[src/design/event_output_action_unit_consts.vh]
/*
  constants for the event output action unit: register offsets, action codes, timing.
  assumes inclusion by bare name from design files.
*/
`ifndef EVENT_OUTPUT_ACTION_UNIT_CONSTS_VH
`define EVENT_OUTPUT_ACTION_UNIT_CONSTS_VH
`define REG_ACTION 4'h0
`define REG_PARAM1 4'h1
`define REG_PARAM2 4'h2
`define REG_PARAM3 4'h3
`define REG_PARAM4 4'h4
`define REG_FIRE 4'h5
`define REG_DOUT 4'h6
`define REG_AOUT 4'h7
`define REG_STATUS 4'h8
`define ACT_NONE 3'h0
`define ACT_INVERT 3'h1
`define ACT_PULSE 3'h2
`define ACT_WRITE 3'h3
`define ACT_ANA_ACT_POS 3'h4
`define ACT_ANA_TGT_POS 3'h5
`define ACT_ANA_ACT_VEL 3'h6
`define ACT_ANA_TGT_VEL 3'h7
`define CLK_MHZ 125
`define PULSE_US 1
`define PULSE_CYC (`PULSE_US * `CLK_MHZ)
`define SERVO_KHZ 10
`define SERVO_CYC ((`CLK_MHZ * 1000) / `SERVO_KHZ)
`define PROFILER_US 400
`define PROFILER_CYC (`PROFILER_US * `CLK_MHZ)
`endif

[src/design/event_output_action_unit.v]
/*
  event output action unit: masked digital output actions (invert, pulse, write)
  and an analog output formed as gain * source + offset from a selected positioner.
  assumes positions/velocities and events come from logic on the same clock;
  software programs the action over a simple strobe register port.
*/
// Decided for this implementation: the address-and-strobe port and the register offsets.
// Operation
// - invert masked output bits, others unchanged
// - repeat invert every profiler cycle while held
// - mask bit n selects output bit n
// - pulse masked bits high for one microsecond
// - new pulse each profiler cycle while held
// - write value into masked bits only
// - analog equals position times gain plus offset
// - source actual or setpoint position per variant
// - refresh analog each servo cycle while held
// - instantaneous event updates analog once, holds
// - analog equals velocity times gain plus offset
// - offset added to cancel existing output voltage
// - servo tick runs at ten kilohertz
// - every action carries four parameter slots
// - event end never undoes the action
`timescale 1ns/10ps
`include "event_output_action_unit_consts.vh"
module event_output_action_unit #(
  parameter NPOS = 4,
  parameter PW = 16,
  parameter GW = 16,
  parameter FRAC = 8,
  parameter DW = 16,
  parameter integer SERVO_CYC = `SERVO_CYC,
  parameter integer PROFILER_CYC = `PROFILER_CYC
) (
  // clock, reset, enable
  input wire I_CLK_SYS,
  input wire I_RST_N,
  input wire I_CE,
  // register port
  input wire [3:0] I_ADDR,
  input wire [31:0] I_WDATA,
  input wire I_WR,
  input wire I_RD,
  output reg [31:0] O_RDATA,
  // motion data, same clock domain
  input wire [NPOS*PW-1:0] I_ACT_POS,
  input wire [NPOS*PW-1:0] I_TGT_POS,
  input wire [NPOS*PW-1:0] I_ACT_VEL,
  input wire [NPOS*PW-1:0] I_TGT_VEL,
  // events from the profiler
  input wire I_EVENT_INSTANT,
  input wire I_EVENT_HELD,
  // outputs
  output wire [7:0] O_DOUT,
  output wire signed [DW-1:0] O_AOUT,
  output wire O_PROFILER_TICK,
  output wire O_SERVO_TICK
);
  localparam integer PULSE_CYC = `PULSE_CYC;
  localparam [31:0] PULSE_LAST = PULSE_CYC - 1;
  localparam [31:0] SERVO_LAST = SERVO_CYC - 1;
  localparam [31:0] PROF_LAST = PROFILER_CYC - 1;
  localparam integer AW = PW + GW + 2;
  localparam signed [AW-1:0] AMAX = (1 <<< (DW + FRAC - 1)) - 1;
  localparam signed [AW-1:0] AMIN = -(1 <<< (DW + FRAC - 1));

  // software side state
  reg [2:0] action_q;
  reg [31:0] param_q [0:3];
  reg armed_q;
  reg fire_q;
  reg [31:0] rdata_d;
  integer k;

  // output side state
  reg [7:0] level_q;
  reg [7:0] level_d;
  wire [7:0] pulse_on;
  reg signed [DW-1:0] aout_q;
  reg [31:0] servo_cnt_q;
  reg [31:0] prof_cnt_q;

  // analog datapath
  reg signed [PW-1:0] src;
  reg signed [AW-1:0] clamped;

  function is_digital_code;
    input [2:0] code;
    begin
      case (code)
        `ACT_INVERT: is_digital_code = 1'b1;
        `ACT_PULSE: is_digital_code = 1'b1;
        `ACT_WRITE: is_digital_code = 1'b1;
        default: is_digital_code = 1'b0;
      endcase
    end
  endfunction

  function is_analog_code;
    input [2:0] code;
    begin
      case (code)
        `ACT_ANA_ACT_POS: is_analog_code = 1'b1;
        `ACT_ANA_TGT_POS: is_analog_code = 1'b1;
        `ACT_ANA_ACT_VEL: is_analog_code = 1'b1;
        `ACT_ANA_TGT_VEL: is_analog_code = 1'b1;
        default: is_analog_code = 1'b0;
      endcase
    end
  endfunction

  function signed [PW-1:0] pick;
    input [NPOS*PW-1:0] bus;
    input [1:0] sel;
    begin
      pick = bus[sel*PW +: PW];
    end
  endfunction

  wire servo_tick = (servo_cnt_q == SERVO_LAST);
  wire prof_tick = (prof_cnt_q == PROF_LAST);
  assign O_SERVO_TICK = servo_tick;
  assign O_PROFILER_TICK = prof_tick;

  // servo pacing at ten kilohertz
  always @(posedge I_CLK_SYS) begin
    if (!I_RST_N) begin
      servo_cnt_q <= 32'h0;
    end else if (I_CE) begin
      if (servo_tick) begin
        servo_cnt_q <= 32'h0;
      end else begin
        servo_cnt_q <= servo_cnt_q + 32'h1;
      end
    end
  end

  // profiler pacing, one digital action per cycle for held events
  always @(posedge I_CLK_SYS) begin
    if (!I_RST_N) begin
      prof_cnt_q <= 32'h0;
    end else if (I_CE) begin
      if (prof_tick) begin
        prof_cnt_q <= 32'h0;
      end else begin
        prof_cnt_q <= prof_cnt_q + 32'h1;
      end
    end
  end

  // an instant event or software fire acts once; held event acts per cycle
  wire act_dig = is_digital_code(action_q);
  wire act_ana = is_analog_code(action_q);
  wire once = armed_q && (I_EVENT_INSTANT || fire_q);
  wire dig_go = act_dig && (once || (armed_q && I_EVENT_HELD && prof_tick));
  wire ana_go = act_ana && (once || (armed_q && I_EVENT_HELD && servo_tick));
  wire do_invert = dig_go && (action_q == `ACT_INVERT);
  wire do_pulse = dig_go && (action_q == `ACT_PULSE);
  wire do_write = dig_go && (action_q == `ACT_WRITE);

  wire [7:0] mask = param_q[0][7:0];
  wire [7:0] wval = param_q[1][7:0];
  wire [1:0] pos_sel = param_q[0][1:0];

  always @* begin
    case (action_q)
      `ACT_ANA_ACT_POS: begin
        src = pick(I_ACT_POS, pos_sel);
      end
      `ACT_ANA_TGT_POS: begin
        src = pick(I_TGT_POS, pos_sel);
      end
      `ACT_ANA_ACT_VEL: begin
        src = pick(I_ACT_VEL, pos_sel);
      end
      `ACT_ANA_TGT_VEL: begin
        src = pick(I_TGT_VEL, pos_sel);
      end
      default: begin
        src = {PW{1'b0}};
      end
    endcase
  end

  // gain in fixed point with FRAC fraction bits; offset in output lsb
  wire signed [GW-1:0] gain = param_q[1][GW-1:0];
  wire signed [DW-1:0] offs = param_q[2][DW-1:0];
  wire signed [PW+GW-1:0] prod = src * gain;
  // a bare concatenation is unsigned and would break negative products
  wire signed [AW-1:0] offs_ext = $signed({{(AW-DW){offs[DW-1]}}, offs});
  wire signed [AW-1:0] offs_scaled = offs_ext <<< FRAC;
  wire signed [AW-1:0] prod_ext = $signed({{2{prod[PW+GW-1]}}, prod});
  wire signed [AW-1:0] sum = prod_ext + offs_scaled;

  // saturate rather than wrap, so a large product cannot flip the sign
  always @* begin
    if (sum > AMAX) begin
      clamped = AMAX;
    end else if (sum < AMIN) begin
      clamped = AMIN;
    end else begin
      clamped = sum;
    end
  end
  wire signed [DW-1:0] ana_val = clamped[DW+FRAC-1:FRAC];

  always @* begin
    level_d = level_q;
    if (do_invert) begin
      level_d = level_q ^ mask;
    end else if (do_write) begin
      level_d = (level_q & ~mask) | (wval & mask);
    end
  end

  // outputs keep their level when the event ends; only new actions change them
  always @(posedge I_CLK_SYS) begin
    if (!I_RST_N) begin
      level_q <= 8'h00;
    end else if (I_CE) begin
      level_q <= level_d;
    end
  end

  always @(posedge I_CLK_SYS) begin
    if (!I_RST_N) begin
      aout_q <= {DW{1'b0}};
    end else if (I_CE) begin
      if (ana_go) begin
        aout_q <= ana_val;
      end
    end
  end

  // per-bit pulse timers; a retrigger restarts the count
  genvar g;
  generate
    for (g = 0; g < 8; g = g + 1) begin : g_pulse
      reg on_q;
      reg [31:0] cnt_q;
      assign pulse_on[g] = on_q;
      always @(posedge I_CLK_SYS) begin
        if (!I_RST_N) begin
          on_q <= 1'b0;
          cnt_q <= 32'h0;
        end else if (I_CE) begin
          if (do_pulse && mask[g]) begin
            on_q <= 1'b1;
            cnt_q <= 32'h0;
          end else if (on_q) begin
            if (cnt_q == PULSE_LAST) begin
              on_q <= 1'b0;
            end
            cnt_q <= cnt_q + 32'h1;
          end
        end
      end
    end
  endgenerate

  // pulse rides on the stored level; meaningful only from a low level
  assign O_DOUT = level_q | pulse_on;
  assign O_AOUT = aout_q;

  // register writes
  always @(posedge I_CLK_SYS) begin
    if (!I_RST_N) begin
      action_q <= `ACT_NONE;
      for (k = 0; k < 4; k = k + 1) begin
        param_q[k] <= 32'h0;
      end
      armed_q <= 1'b0;
      fire_q <= 1'b0;
    end else if (I_CE) begin
      fire_q <= 1'b0;
      if (I_WR) begin
        case (I_ADDR)
          `REG_ACTION: begin
            action_q <= I_WDATA[2:0];
            armed_q <= I_WDATA[31];
          end
          `REG_PARAM1: begin
            param_q[0] <= I_WDATA;
          end
          `REG_PARAM2: begin
            param_q[1] <= I_WDATA;
          end
          `REG_PARAM3: begin
            param_q[2] <= I_WDATA;
          end
          `REG_PARAM4: begin
            param_q[3] <= I_WDATA;
          end
          `REG_FIRE: begin
            fire_q <= I_WDATA[0];
          end
          default: ;
        endcase
      end
    end
  end

  // read decode; data is zero whenever no read is pending
  always @* begin
    rdata_d = 32'h0;
    if (I_RD) begin
      case (I_ADDR)
        `REG_ACTION: begin
          rdata_d = {armed_q, 28'h0, action_q};
        end
        `REG_PARAM1: begin
          rdata_d = param_q[0];
        end
        `REG_PARAM2: begin
          rdata_d = param_q[1];
        end
        `REG_PARAM3: begin
          rdata_d = param_q[2];
        end
        `REG_PARAM4: begin
          rdata_d = param_q[3];
        end
        `REG_DOUT: begin
          rdata_d = {24'h0, O_DOUT};
        end
        `REG_AOUT: begin
          rdata_d = {{(32-DW){aout_q[DW-1]}}, aout_q};
        end
        `REG_STATUS: begin
          rdata_d = {22'h0, pulse_on, I_EVENT_HELD, I_EVENT_INSTANT};
        end
        default: begin
          rdata_d = 32'h0;
        end
      endcase
    end
  end

  // read data stands one cycle after the strobe
  always @(posedge I_CLK_SYS) begin
    if (!I_RST_N) begin
      O_RDATA <= 32'h0;
    end else if (I_CE) begin
      O_RDATA <= rdata_d;
    end
  end
endmodule // event_output_action_unit

[config.mk]
export PLATFORM = sky130hd
export DESIGN_NAME = event_output_action_unit
export DESIGN_NICKNAME = d
export VERILOG_FILES = /design/src/design/event_output_action_unit.v
export VERILOG_INCLUDE_DIRS = /design/src /design/src/design
export SDC_FILE = /design/constraint.sdc
export NUM_CORES = 2
export LEC_CHECK = 0
export BUFFER_PORTS_ARGS = -buffer_cell sky130_fd_sc_hd__buf_4
export CORE_UTILIZATION = 55
export DETAILED_ROUTE_END_ITERATION = 10
export PLACE_DENSITY = 0.88
export SYNTH_ARGS = -nofsm -noshare
export SYNTH_HDL_FRONTEND = slang
export SYNTH_SLANG_ARGS = --single-unit
[constraint.sdc]
create_clock -name I_CLK_SYS -period 10.65 [get_ports I_CLK_SYS]
set_clock_uncertainty 0.15 [all_clocks]
set_input_delay 2.13 -clock I_CLK_SYS [delete_from_list [all_inputs] [get_ports I_CLK_SYS]]
set_output_delay 2.13 -clock I_CLK_SYS [all_outputs]
set_load 0.02 [all_outputs]
==> flow_results.org <==
** Drt
- Final routed wirelength across all metal layers :: 115000 um
- Number of vias after detailed routing :: 31797
- In this run the remaining antenna-violating nets after routing total 0.
- After detailed routing, the number of vias per cell comes to 6.011.
- In the final routed layout, each cell accounts on average for between 20 and 25 um.
- DR DRC count :: 0
- DR pass1 iterations :: 9
- DRC violation total after the first TritonRoute iteration :: 3470

** Synth
- The Yosys step of the flow raised 0 warnings.
- Synth top area share :: 0.2138
- Synthesis inferred 517 register bits.
- Commonest cells in the synthesized netlist :: nor2_1, dfxtp_1, inv_1
- Synth Instances :: 4092
- Count leader, synth :: nor2_1
- For this run, the leading register cell type out of synthesis is dfxtp_1.
- Netlist area before placement :: 0.03642 mm^2
- Synthesis produced a netlist with a net count of 4780.
- Mapped Avg Cell Area :: roughly 8.9 um^2
- Post-synthesis async set-or-reset flop share :: 0
- Sequential-to-total area share from yosys stat :: 0.3193
- Unique masters post-synth :: 75
- In the post-synthesis netlist, the biggest area contributors are dfxtp_1, fa_1, edfxtp_1.
- Count of flip-flops with a built-in enable after synthesis :: approximately 130
- Largest area contributor in the netlist :: dfxtp_1

** Pwr
- IR analysis of the VDD net gives a maximum drop of 0.1853 mV.
- Static power due to leakage :: 0.01725 uW
- Pwr Density :: 108.4 mW/mm^2

** Clock network
- Post-CTS Hold Buffers :: 0
- Sink count of the clock tree :: approximately 520
- Cell at the root of the clock tree :: clkbuf_16
- TritonCTS built the clock tree.
- CTS H-Tree Depth :: 2
- Skew-Pair Late Insertion Delay :: approximately 0.63 ns
- Number of buffers added by the clock tree synthesis step :: 49
- Clock-pin slew was measured on the worst setup and hold paths at approximately 0.060 ns.
- The clock passes through at most 3 buffers.

** Flow run
- Count of maximum capacitance violations :: 0

** Timing
- Setup violations remaining at the end of the flow were counted as 0.
- In the finished design, the share of the clock period the worst path needs comes to 0.9647.
- Hold is met by 0.3285 ns.
- Hold violation total from the final report :: 0
- Derived from the worst setup path, the maximum achievable clock frequency is between 90 and 100 MHz.
- The smallest clock period supported by the final layout is computed as slightly above 10 ns.
- RSZ-0062 raised after global routing :: no
- For the final routed database, the setup TNS stands at 0 ns.
- Pin slew with the least headroom to its limit :: 1.324 ns
- In this run the tightest slew margin relative to its limit is 0.1091.
- Worst Setup Slack, final :: 0.3761 ns
- The number of max-slew violations in the final report is 0.

** Global routing
- Largest net degree at the start of global routing :: 77
- Total grt overflow :: 0
- GRT Total Usage :: 0.3424
- First-pass GRT wire length :: roughly 180000 um
- The number of antenna violations at the first check in global routing is 20.
- The number of global-route vias before repair was 31924.

** Cells and area
- Compared with the post-synthesis result, the final layout area differs by 14.91%.
- Fraction of layout instances using a drive strength above 1 :: 0.1385
- After the last flow step, the layout net total stands at 5076.
- Once layout is done, the placed cells without fillers occupy ~0.042 mm^2.

** Worst setup path
- Of all nets on the critical path, the largest fanout is 15.
- Critical path's largest stage delay :: between 0.6 and 0.7 ns
- CP Class :: in2reg
- The critical path runs through a total of 25 cells.
- The worst register-to-register path ends at O_AOUT[3].
- Most common cell type on the critical path :: fa_1
- In this run the register-to-register setup slack is 0.77 ns.
- Worst setup path startpoint :: I_TGT_VEL[36]
- The worst setup path is launched from an input port.
- Timing endpoint of the critical path :: O_AOUT[3]
- For the worst setup path, the data arrival time is 10.64 ns.
- Slowest stage cell, crit path :: a2111oi_0
- The worst setup path is captured at a flip-flop.
- Measured in cells, the most critical reg-to-reg path has a length of 29.
- Reg-to-reg startpoint :: action_q[1]
- At the worst endpoint, the required time is 11.01 ns.
- Among cell families on the critical path, the largest total delay comes from adder cells.
- Sum of buffers and inverters on the critical path :: 5

** Die
- From left edge to right edge, the die measures 259.3 um.
- In this run the core area contains 93 standard-cell rows.
- The floorplan step defined a die boundary enclosing 0.06726 mm^2.
- The core region is ~0.065 mm^2.
- Effective utilization at floorplan :: 0.5610
- I/O pins :: between 300 and 400
- Vert. Die Dim :: around 260 um

** Placement
- Number of I/O port buffers :: 356
- GPL Wtd Cong :: 1.034
- Sum of net half-perimeters after detailed placement :: 85410 um
- In this run the cell area measured after placement is 0.04017 mm^2.
- Worst setup slack before clock tree synthesis :: -0.04411 ns

** Status
- Result of the run :: complete, no violations

** Hold path
- Class of the worst hold path :: reg2reg
==> worst min-delay path by stage <==
stage,startpoint,endpoint,slack [ns],cells after the start
finish,flip-flop,flip-flop,0.33,1
global placement,flip-flop,flip-flop,0.29,1
CTS,flip-flop,flip-flop,0.32,1
detailed placement,flip-flop,flip-flop,0.31,1
floorplan,flip-flop,flip-flop,0.28,1
global route,flip-flop,flip-flop,0.35,1
==> routing by layer <==
layer | routed length [um] | up-vias | global-route usage
li1 | - | 14485 | -
met1 | 41870 | 15303 | 0.4007
met2 | 53800 | 1601 | 0.5567
met3 | 11990 | 386 | 0.09852
met4 | 7210 | 22 | 0.2059
met5 | 173 | - | 0
==> metrics by stage <==
stage / instances / total power [uW] / util
2_1_floorplan: 4092 / 2478 / -
3_3_place_gp: 5192 / 2750 / 0.6187
3_5_place_dp: 5192 / 2760 / 0.6187
4_1_cts: 5281 / 4535 / 0.6442
5_1_grt: 5287 / 4685 / 0.6445
6_report: 5290 / 4535 / 0.6446
==> sequential cells by signal (all words and copies together) (netlist names), named ones only <==
| register | count |
|---|---|
| g_pulse.on_q | 8 |
| servo_cnt_q | 32 |
| g_pulse.cnt_q | 256 |
| O_RDATA | 32 |
| O_AOUT | 16 |
| action_q | 3 |
| prof_cnt_q | 32 |
| param_q | 128 |
| fire_q | 1 |
| armed_q | 1 |
==> cell families (layout without fill, tap and decap cells) <==
| logic type | after synthesis | in the layout | synth area share |
|---|---|---|---|
| AND/OR/NAND/NOR | 1619 | 1619 | 0.2242 |
| multiplexers | 81 | 81 | 0.02449 |
| adder cells (fa/ha/maj) | 389 | 389 | 0.1919 |
| AO/OA/AOI/OAI | 639 | 639 | 0.1161 |
| other | 0 | 9 | 0 |
| flip-flops | 517 | 517 | 0.3193 |
| XOR/XNOR | 263 | 263 | 0.06324 |
| buffers and inverters | 584 | 918 | 0.06070 |
==> timing repair <==
item	4_1_cts	5_1_grt
buffers inserted	0	0
gates resized for setup	0	1
setup endpoints to repair	0	3
endpoints found under the hold margin	0	0
==> area by class of cell <==
type	count	area [um^2]
fill	5058	23070
sequential	517	11640
inverter	386	1449
multi-input combinational	2991	22670
tap	855	1070
clock buffer	75	1476
timing repair buffer	443	3351
clock inverter	14	180.2
antenna	9	22.52
==> cell usage in the layout, fill, tap and decap left out, types with 43 or more instances in the layout <==
cell and count:
and2_1 305, a22oi_1 74, and3_1 78, or3_1 62, xnor2_1 95, a21oi_1 177, o21ai_0 120, a31oi_1 47
nand4_1 64, nor3_1 46, edfxtp_1 128, buf_4 441, mux2i_1 43, ha_1 106, nand3_1 137, nand2_1 316
xor2_1 168, inv_1 384, clkbuf_16 51, nor2_1 422, fa_1 283, dfxtp_1 386, nor4_1 56
==> power by group <==
| part | switching [uW] | leakage, uW | internal (uW) |
|---|---|---|---|
| logic | 383 | 0.0121 | 278 |
| registers | 38.1 | 0.00435 | 2040 |
| clock network | 764 | 0.000812 | 1030 |
| total | 1190 | 0.0172 | 3350 |
Power figures use the tool's default switching activity.
